## config.mk

```make
export PLATFORM = sky130hd
export DESIGN_NAME = atc_top
export DESIGN_NICKNAME = d
export VERILOG_FILES = /design/src/rtl/atc_pkg.sv /design/src/rtl/atc_trig_if.sv /design/src/rtl/atc_edge_trig.sv /design/src/rtl/atc_conv_seq.sv /design/src/rtl/atc_top.sv
export SDC_FILE = /design/constraint.sdc
export NUM_CORES = 1
export LEC_CHECK = 0
export BUFFER_PORTS_ARGS = -buffer_cell sky130_fd_sc_hd__clkbuf_2
export CORE_ASPECT_RATIO = 0.6
export CORE_UTILIZATION = 25
export DETAILED_ROUTE_END_ITERATION = 6
export GPL_TIMING_DRIVEN = 0
export SLEW_MARGIN = 20
export SYNTH_ARGS = -nofsm -noshare
export SYNTH_HDL_FRONTEND = slang
export SYNTH_SLANG_ARGS = --single-unit
export TNS_END_PERCENT = 1
```

## constraint.sdc

```tcl
create_clock -name clk -period 1.8 [get_ports clk]
set_input_delay 0.09 -clock clk [delete_from_list [all_inputs] [get_ports clk]]
set_output_delay 0.09 -clock clk [all_outputs]
set_load 0.05 [all_outputs]
```

## src/rtl/atc_pkg.sv

```systemverilog
// Purpose: Shared constants and types for the converter trigger control
// Assumes: 8-bit register port, one system clock
// Notes:   Offsets are byte addresses on the register port
package atc_pkg;

  // Register offsets
  localparam logic [7:0] CTRL_A_ADDR = 8'h7a;
  localparam logic [7:0] CTRL_B_ADDR = 8'h7b;
  localparam logic [7:0] DIS_ADDR    = 8'h7e;

  // Reset values
  localparam logic [7:0] CTRL_A_RST = 8'h00;
  localparam logic [7:0] CTRL_B_RST = 8'h00;
  localparam logic [7:0] DIS_RST    = 8'h00;

  // Field positions in converter_control_a
  localparam int A_EN_BIT    = 7;
  localparam int A_START_BIT = 6;
  localparam int A_AUTO_BIT  = 5;
  localparam int A_DONE_BIT  = 4;

  // Field positions in converter_control_b
  localparam int B_MUX_BIT = 6;
  localparam int B_SRC_LSB = 0;
  localparam int SRC_W     = 3;

  // Conversion lengths in converter clocks, one per system clock here
  localparam logic [4:0] CONV_CLOCKS       = 5'h0d;
  localparam logic [4:0] FIRST_CONV_CLOCKS = 5'h19;

  // Trigger sources in field order
  typedef enum logic [SRC_W-1:0] {
    SRC_FREE, SRC_COMP, SRC_EXT0, SRC_T0_CMPA,
    SRC_T0_OVF, SRC_T1_CMPB, SRC_T1_OVF, SRC_T1_CAP
  } atc_src_e;

  // Sequencer states
  typedef enum logic {ST_IDLE, ST_CONV} atc_state_e;

endpackage

```

## src/rtl/atc_trig_if.sv

```systemverilog
// Purpose: Carries trigger flags, selection and the trigger pulse
// Assumes: All signals in the system clock domain
// Notes:   Flag 0 is the conversion-done pulse used for free running
`timescale 1ns/1ps
interface atc_trig_if;
  logic [7:0]                   flags;
  logic [atc_pkg::SRC_W-1:0]    sel;
  logic                         auto_en;
  logic                         trig;
  modport ctl (output flags, output sel, output auto_en, input trig);
  modport det (input flags, input sel, input auto_en, output trig);
endinterface

```

## src/rtl/atc_edge_trig.sv

```systemverilog
// Purpose: Rising-edge detector on the selected trigger flag
// Assumes: Flags are same-clock logic, no synchronising needed
// Notes:   Trigger output is combinational for a same-cycle start
`timescale 1ns/1ps
module atc_edge_trig (
  input wire logic clk,
  input wire logic reset_n,
  atc_trig_if.det  tif
);

  logic sel_flag;
  logic prev_r;

  // Pick one flag by source code
  function automatic logic src_flag(input logic [7:0] f,
                                    input logic [atc_pkg::SRC_W-1:0] s);
    src_flag = f[s];
  endfunction

  assign sel_flag = tif.auto_en & src_flag(tif.flags, tif.sel);

  // Last level of the selected signal; a new source is compared to it
  always_ff @(posedge clk or negedge reset_n)
  begin
    if (!reset_n)
      prev_r <= 1'b0;
    else
      prev_r <= sel_flag;
  end

  assign tif.trig = sel_flag & ~prev_r;
endmodule

```

## src/rtl/atc_conv_seq.sv

```systemverilog
// Purpose: Conversion timing sequencer
// Assumes: One converter clock per system clock
// Notes:   First conversion after enable is the long one
`timescale 1ns/1ps
module atc_conv_seq (
  input  wire logic clk,
  input  wire logic reset_n,
  input  wire logic enable,
  input  wire logic start,
  output logic      busy,
  output logic      done
);

  atc_pkg::atc_state_e state_r;
  logic [4:0]          cnt_r;
  logic                first_r;

  // disable aborts; start only when enabled and idle
  always_ff @(posedge clk or negedge reset_n)
  begin
    if (!reset_n)
    begin
      state_r <= atc_pkg::ST_IDLE;
      cnt_r   <= 5'h00;
      done    <= 1'b0;
    end
    else
    begin
      done <= 1'b0;
      unique case (state_r)
        atc_pkg::ST_IDLE:
          if (enable && start)
          begin
            state_r <= atc_pkg::ST_CONV;
            cnt_r   <= first_r ? atc_pkg::FIRST_CONV_CLOCKS : atc_pkg::CONV_CLOCKS;
          end
        atc_pkg::ST_CONV:
          if (!enable)
            state_r <= atc_pkg::ST_IDLE;
          else if (cnt_r == 5'h01)
          begin
            state_r <= atc_pkg::ST_IDLE;
            done    <= 1'b1;
          end
          else
            cnt_r <= cnt_r - 5'h01;
      endcase
    end
  end

  // Long first conversion pending while off or until started
  always_ff @(posedge clk or negedge reset_n)
  begin
    if (!reset_n)
      first_r <= 1'b1;
    else if (!enable)
      first_r <= 1'b1;
    else if (start && state_r == atc_pkg::ST_IDLE)
      first_r <= 1'b0;
  end

  assign busy = (state_r == atc_pkg::ST_CONV);
endmodule

```

## src/rtl/atc_top.sv

```systemverilog
// Purpose: Converter trigger select, comparator input steering and
//          digital input disable, with a small register port
// Assumes: Trigger flags come from same-clock logic; pins are async
// Notes:   Read data is registered and valid one cycle after the strobe
//
// How it works
// - Mux select and converter off: mux feeds comparator
// - Mux select zero: comparator pin feeds comparator
// - Trigger source ignored without auto-trigger
// - Selected flag rising edge starts conversion
// - Switching to a set flag triggers
// - Choosing free running never triggers itself
// - Sources 000 to 100 decode as listed
// - Sources 101 to 111 decode as listed
// - Disable bit turns off pin input buffer
// - Disabled pin reads as zero
// - Auto-trigger converts on each selected edge that arrives while enabled and idle
// - Enable powers converter; clearing aborts conversion
// - Done flag set when conversion completes
`timescale 1ns/1ps
module atc_top (
  input  wire logic       clk,
  input  wire logic       reset_n,
  // Register port
  input  wire logic [7:0] reg_addr,
  input  wire logic [7:0] reg_wdata,
  input  wire logic       reg_wr,
  input  wire logic       reg_rd,
  output logic      [7:0] reg_rdata,
  // Event flags from the timers, comparator and external interrupt
  input  wire logic       comp_out_flag,
  input  wire logic       ext_irq0_flag,
  input  wire logic       t0_cmpa_flag,
  input  wire logic       t0_ovf_flag,
  input  wire logic       t1_cmpb_flag,
  input  wire logic       t1_ovf_flag,
  input  wire logic       t1_cap_flag,
  // Analog pins seen as digital inputs
  input  wire logic [7:0] pins_in,
  output logic      [7:0] port_in_value,
  output logic      [7:0] buffer_off,
  // Converter and comparator steering
  output logic            comp_neg_from_mux,
  output logic            converter_on,
  output logic            conv_busy,
  output logic            conv_done
);

  // Register state
  logic                           en_r;
  logic                           auto_r;
  logic                           done_flag_r;
  logic                           mux_sel_r;
  logic [atc_pkg::SRC_W-1:0]      src_r;
  logic [7:0]                     dis_r;
  logic [7:0]                     rdata_r;
  logic                           comp_mux_r;
  logic [7:0]                     port_in_r;
  // Pin synchroniser stages
  logic [7:0]                     pin_s1_r;
  logic [7:0]                     pin_s2_r;
  // Decoded strobes
  logic                           wr_a;
  logic                           wr_b;
  logic                           wr_dis;
  logic                           soft_start;
  logic                           conv_start;
  logic                           trig;

  atc_trig_if tif ();

  // Address decode shared by every write
  function automatic logic hit(input logic [7:0] a, input logic [7:0] r);
    hit = (a == r);
  endfunction

  assign wr_a   = reg_wr & hit(reg_addr, atc_pkg::CTRL_A_ADDR);
  assign wr_b   = reg_wr & hit(reg_addr, atc_pkg::CTRL_B_ADDR);
  assign wr_dis = reg_wr & hit(reg_addr, atc_pkg::DIS_ADDR);

  // Writing one to the start bit requests a conversion; zero does nothing
  assign soft_start = wr_a & reg_wdata[atc_pkg::A_START_BIT];

  assign conv_start = soft_start | trig;

  // converter_control_a: enable and auto-trigger bits
  always_ff @(posedge clk or negedge reset_n)
  begin
    if (!reset_n)
    begin
      en_r   <= atc_pkg::CTRL_A_RST[atc_pkg::A_EN_BIT];
      auto_r <= atc_pkg::CTRL_A_RST[atc_pkg::A_AUTO_BIT];
    end
    else if (wr_a)
    begin
      en_r   <= reg_wdata[atc_pkg::A_EN_BIT];
      auto_r <= reg_wdata[atc_pkg::A_AUTO_BIT];
    end
  end

  // done flag, set wins over write-one clear
  always_ff @(posedge clk or negedge reset_n)
  begin
    if (!reset_n)
      done_flag_r <= atc_pkg::CTRL_A_RST[atc_pkg::A_DONE_BIT];
    else if (conv_done)
      done_flag_r <= 1'b1;
    else if (wr_a && reg_wdata[atc_pkg::A_DONE_BIT])
      done_flag_r <= 1'b0;
  end

  // converter_control_b: comparator mux select and trigger source
  always_ff @(posedge clk or negedge reset_n)
  begin
    if (!reset_n)
    begin
      mux_sel_r <= atc_pkg::CTRL_B_RST[atc_pkg::B_MUX_BIT];
      src_r     <= atc_pkg::CTRL_B_RST[atc_pkg::B_SRC_LSB +: atc_pkg::SRC_W];
    end
    else if (wr_b)
    begin
      mux_sel_r <= reg_wdata[atc_pkg::B_MUX_BIT];
      src_r     <= reg_wdata[atc_pkg::B_SRC_LSB +: atc_pkg::SRC_W];
    end
  end

  // analog_pin_digital_disable
  always_ff @(posedge clk or negedge reset_n)
  begin
    if (!reset_n)
      dis_r <= atc_pkg::DIS_RST;
    else if (wr_dis)
      dis_r <= reg_wdata;
  end

  // Read data, registered; unmapped addresses read zero
  always_ff @(posedge clk or negedge reset_n)
  begin
    if (!reset_n)
      rdata_r <= 8'h00;
    else if (reg_rd)
    begin
      unique case (reg_addr)
        atc_pkg::CTRL_A_ADDR:
          rdata_r <= {en_r, conv_busy, auto_r, done_flag_r, 4'h0};
        atc_pkg::CTRL_B_ADDR:
          rdata_r <= {1'b0, mux_sel_r, 3'h0, src_r};
        atc_pkg::DIS_ADDR:
          rdata_r <= dis_r;
        default:
          rdata_r <= 8'h00;
      endcase
    end
    else
      rdata_r <= 8'h00;
  end

  assign reg_rdata = rdata_r;

  // timer1 sources at 101 to 111
  // free running rides on the done pulse
  // done pulse, not the flag, so selection alone never fires
  assign tif.flags[atc_pkg::SRC_FREE]    = conv_done;
  assign tif.flags[atc_pkg::SRC_COMP]    = comp_out_flag;
  assign tif.flags[atc_pkg::SRC_EXT0]    = ext_irq0_flag;
  assign tif.flags[atc_pkg::SRC_T0_CMPA] = t0_cmpa_flag;
  assign tif.flags[atc_pkg::SRC_T0_OVF]  = t0_ovf_flag;
  assign tif.flags[atc_pkg::SRC_T1_CMPB] = t1_cmpb_flag;
  assign tif.flags[atc_pkg::SRC_T1_OVF]  = t1_ovf_flag;
  assign tif.flags[atc_pkg::SRC_T1_CAP]  = t1_cap_flag;
  assign tif.sel                         = src_r;
  // field has no effect when auto-trigger is off
  assign tif.auto_en                     = auto_r;
  assign trig                            = tif.trig;

  atc_edge_trig u_edge (
    .clk     (clk),
    .reset_n (reset_n),
    .tif     (tif)
  );

  atc_conv_seq u_seq (
    .clk     (clk),
    .reset_n (reset_n),
    .enable  (en_r),
    .start   (conv_start),
    .busy    (conv_busy),
    .done    (conv_done)
  );

  // Converter power follows the enable bit
  assign converter_on = en_r;

  // mux to comparator only while converter is off
  // otherwise the dedicated pin is used
  always_ff @(posedge clk or negedge reset_n)
  begin
    if (!reset_n)
      comp_mux_r <= 1'b0;
    else
      comp_mux_r <= mux_sel_r & ~en_r;
  end

  assign comp_neg_from_mux = comp_mux_r;

  // Pins are asynchronous; the first stage feeds only the second
  always_ff @(posedge clk or negedge reset_n)
  begin
    if (!reset_n)
    begin
      pin_s1_r <= 8'h00;
      pin_s2_r <= 8'h00;
    end
    else
    begin
      pin_s1_r <= pins_in;
      pin_s2_r <= pin_s1_r;
    end
  end

  always_ff @(posedge clk or negedge reset_n)
  begin
    if (!reset_n)
      port_in_r <= 8'h00;
    else
      port_in_r <= pin_s2_r & ~dis_r;
  end

  assign port_in_value = port_in_r;

  // buffer enables follow the disable bits; saves input power
  assign buffer_off = dis_r;

  // Busy cycles of the running conversion, for the length check
  logic [4:0]                     busy_cnt_r;

  // Cleared whenever idle, so back-to-back runs count from zero
  always_ff @(posedge clk or negedge reset_n)
  begin
    if (!reset_n)
      busy_cnt_r <= 5'h00;
    else if (conv_busy)
      busy_cnt_r <= busy_cnt_r + 5'h01;
    else
      busy_cnt_r <= 5'h00;
  end
endmodule

```

==> impl_metrics.prom <==
# TYPE chip_impl_metric gauge
chip_impl_info{name="root_buffer",value="clkbuf_16"} 1
chip_impl_metric{name="power.leakage",unit="nW"} 1.49
chip_impl_metric{name="gate_count_of_the_mapped_netlist",unit=""} 167
chip_impl_metric{name="met2RoutedLength",unit="um"} 2090
chip_impl_metric{name="drtIter0Drc",unit=""} 52
chip_impl_metric{name="warnings_synthesis",unit=""} 0
chip_impl_info{name="synth_largest_area_cell",value="dfrtp_1"} 1
chip_impl_info{name="result_of_the_run",value="finished clean"} 1
chip_impl_metric{name="numClockSinks",unit=""} 57
chip_impl_metric{name="achievable-frequency",unit="GHz"} 0.591
chip_impl_metric{name="post-synth-top-area-fraction",unit="%"} 64.0
chip_impl_metric{name="post_route_cells_drive_above_1_share",unit="%"} 41.3
chip_impl_metric{name="maxSlewViolCount",unit=""} 0
chip_impl_metric{name="totalNegativeSetupSlack",unit="ns"} 0
chip_impl_metric{name="async_flop_share",unit="%"} 100
chip_impl_metric{name="wirelength",unit="um"} 4920
chip_impl_metric{name="syn_area_per_cell",unit="um2"} 13.1
chip_impl_metric{name="drt_first_pass_iters",unit=""} 4
chip_impl_metric{name="worst_slew_margin_rel",unit="%"} 71.5
chip_impl_metric{name="start_util",unit="%"} 25.8
chip_impl_metric{name="cap_violations",unit=""} 0
chip_impl_metric{name="clock_latency",unit="ns"} 0.32
chip_impl_metric{name="report.final.hold_viol_count",unit=""} 0
chip_impl_metric{name="grt_max_degree",unit=""} 35
chip_impl_metric{name="vdd.ir_drop.worst",unit="V"} 0.000501
chip_impl_metric{name="vias_per_cell",unit=""} 4.30
chip_impl_metric{name="finalInstanceArea",unit="mm2"} 0.00307
chip_impl_metric{name="routed-wl-met3",unit="um"} 436
chip_impl_metric{name="syn-num-nets",unit=""} 204
chip_impl_metric{name="areaGrowthSynthToFinish",unit="%"} 39.9
chip_impl_info{name="endpoint_class_of_the_critical_path",value="flip-flop"} 1
chip_impl_metric{name="post_dp_cell_area",unit="mm2"} 0.00266
chip_impl_metric{name="routed-via-count",unit=""} 1574
chip_impl_metric{name="wl_met1",unit="um"} 2320
chip_impl_info{name="tritoncts",value="done"} 1
chip_impl_metric{name="dieHeight",unit="um"} 74.5
chip_impl_info{name="uppermost_signal_routing_layer_after_detailed_routing",value="met4"} 1
chip_impl_metric{name="cts.repair_timing.setup_buffer_count",unit=""} 0
chip_impl_metric{name="ys_seq_area_share",unit="%"} 65.2
chip_impl_info{name="crit_path_start_kind",value="flip-flop"} 1
chip_impl_metric{name="mappedNetlistArea",unit="mm2"} 0.00219
chip_impl_metric{name="synth_enable_flop_cells",unit=""} 0
chip_impl_metric{name="drc_violation_count_after_routing",unit=""} 0
chip_impl_metric{name="number_of_global_route_vias_before_repair",unit=""} 1533
chip_impl_metric{name="design.die.area",unit="mm2"} 0.00915
chip_impl_metric{name="die-width",unit="um"} 123
chip_impl_metric{name="finalSetupViolations",unit=""} 0
chip_impl_metric{name="crit_arrival",unit="ns"} 1.90
chip_impl_info{name="cell_types_with_the_highest_counts_after_synthesis",value="dfrtp_1, mux2_2, nand2_1"} 1
chip_impl_metric{name="cts-htree-levels",unit=""} 3
chip_impl_metric{name="clockBufferDepth",unit=""} 2
chip_impl_metric{name="final.period_utilization",unit="%"} 94.0
chip_impl_info{name="post-synth-top-count-cell",value="dfrtp_1"} 1
chip_impl_metric{name="timing_worst_slew_pin_value",unit="ns"} 0.427
chip_impl_metric{name="number_of_antenna_violations_at_the_first_check_in_global_routing",unit=""} 0
chip_impl_metric{name="grt_first_pass_wirelength",unit="um"} 7800
chip_impl_metric{name="per_cell_routed_wire_length",unit="um"} 13.4
chip_impl_metric{name="place.gp.congestion",unit=""} 0.775
chip_impl_metric{name="cts_buffers",unit=""} 9
chip_impl_metric{name="grt.overflow.total",unit=""} 0
chip_impl_metric{name="period_minus_slack",unit="ns"} 1.69
chip_impl_metric{name="ant_nets",unit=""} 0
chip_impl_info{name="hp-class",value="primary input to flip-flop"} 1
chip_impl_metric{name="post_synthesis_sequential_element_count",unit=""} 57
chip_impl_metric{name="fillCellCount",unit=""} 848
chip_impl_metric{name="num-nets-final",unit=""} 286
chip_impl_metric{name="io-pin-count",unit=""} 63
chip_impl_metric{name="groute.usage.overall",unit="%"} 12.3
chip_impl_metric{name="number_of_inserted_diodes",unit=""} 0
chip_impl_metric{name="detailed_place_hpwl",unit="um"} 3610
chip_impl_metric{name="port-buffer-count",unit=""} 60
chip_impl_metric{name="row_count",unit=""} 26
chip_impl_info{name="ys_dominant_reg_cell",value="dfrtp_1"} 1
chip_impl_metric{name="synth.distinct_cells",unit=""} 35
chip_impl_info{name="synth_area_leaders",value="dfrtp_1, mux2_2, mux2i_1"} 1
chip_impl_metric{name="clock_skew",unit="ns"} 0.00654
chip_impl_metric{name="fp.coreArea",unit="mm2"} 0.00849
chip_impl_metric{name="crit_required",unit="ns"} 2.01
chip_impl_info{name="unrepaired_setup_endpoints_after_global_routing",value="false"} 1
chip_impl_metric{name="critical_path.max_fanout",unit=""} 6
chip_impl_metric{name="pwr_density_cell",unit="mW/mm2"} 1090
chip_impl_info{name="criticalPathCategory",value="flip-flop to flip-flop"} 1
chip_impl_metric{name="clk_pin_slew_worst_setup_hold_paths",unit="ns"} 0.05
## worst max-delay path, stage by stage, from the launching register on
cell and delay [ns]:
dfrtp_1 0.37, buf_6 0.14, mux2i_1 0.12, a221oi_2 0.30, nand4_2 0.22, o2bb2ai_1 0.20, a22o_1 0.23
## worst paths after layout
check / from / to / slack [ns] / cells after the start
setup reg to reg: src_r[0] / u_seq.cnt_r[2] / 0.11 / 6
hold / removal: reg_wdata[1] / buffer_off[1] / 0.02 / 2
max in group asynchronous: reset_n / u_seq.first_r / 1.00 / 3
hold reg to reg: pin_s1_r[2] / pin_s2_r[2] / 0.34 / 0
min in group asynchronous: reset_n / buffer_off[3] / 0.24 / 2
setup / recovery: src_r[0] / u_seq.cnt_r[2] / 0.11 / 6
## flip-flops by register name, indices dropped and copies added, names as in the netlist
name / count
buffer_off: 8
pin_s1_r: 8
pin_s2_r: 8
port_in_value: 8
reg_rdata: 8
u_seq.cnt_r: 5
src_r: 3
auto_r: 1
comp_neg_from_mux: 1
converter_on: 1
done_flag_r: 1
mux_sel_r: 1
u_edge.prev_r: 1
u_seq.busy: 1
u_seq.done: 1
u_seq.first_r: 1
## cell usage in the layout (no fill, tap or decap), drive strengths merged, types with 3 or more instances in the layout
master	Yosys	routed
a21oi	3	3
a22oi	4	4
a2bb2oi	3	3
and2b	3	3
buf	3	4
clkbuf	1	72
dfrtp	56	56
dlygate4sd3	0	10
inv	7	7
mux2	13	13
mux2i	8	8
nand2	12	12
nand3	3	3
nand4	3	3
nor2	11	11
nor2b	11	11
nor3	7	7
o21ai	3	3
## power breakdown
| group | switching, W | total (W) | internal [W] |
|---|---|---|---|
| clock network | 0.000555 | 0.00166 | 0.00110 |
| registers | 0.0000388 | 0.00138 | 0.00134 |
| logic | 0.000182 | 0.000300 | 0.000118 |
| total | 0.000776 | 0.00334 | 0.00256 |
## area by class of cell
class	instances	area [um2]	share of cell area [%]
tap	112	140	4.57
sequential	57	1430	46.6
clock buffer	11	243	7.92
timing repair buffer	71	423	13.8
buffer	4	32.5	1.06
clock inverter	5	55.1	1.80
multi-input combinational	99	717	23.4
inverter	7	26.3	0.857
## logic make-up after synthesis
group / synth area share [%]
AO/OA/AOI/OAI: 7.42
flip-flops: 65.2
adder cells (fa/ha/maj): 1.14
multiplexers: 10.3
AND/OR/NAND/NOR: 13.3
buffers and inverters: 2.68
## metal layers
metal | up-vias | global-route usage, %
li1 | 746 | -
met1 | 766 | 15.6
met2 | 53 | 16.9
met3 | 9 | 6.90
met4 | 0 | 5.69
met5 | - | 0
## repair_timing
action	in CTS	in global routing
gates resized for setup	0	2
hold endpoints to repair	32	0
setup endpoints to repair	0	5
hold buffers	10	0
## metrics by stage
step | hold slack [ns] | cells | power, W | worst slack, ns | util [%]
5_1_grt | 0.0148 | 366 | 0.00350 | 0.0158 | 36.1
2_1_floorplan | -0.206 | 167 | 0.00157 | 0.0444 | -
4_1_cts | 0.00625 | 366 | 0.00339 | 0.00754 | 36.0
6_report | 0.0189 | 366 | 0.00334 | 0.109 | 36.1
3_5_place_dp | 0.0489 | 340 | 0.00169 | 0.0372 | 31.3
3_3_place_gp | 0.198 | 339 | 0.00168 | 0.0187 | 31.0
(Power assumes the default switching activity.)
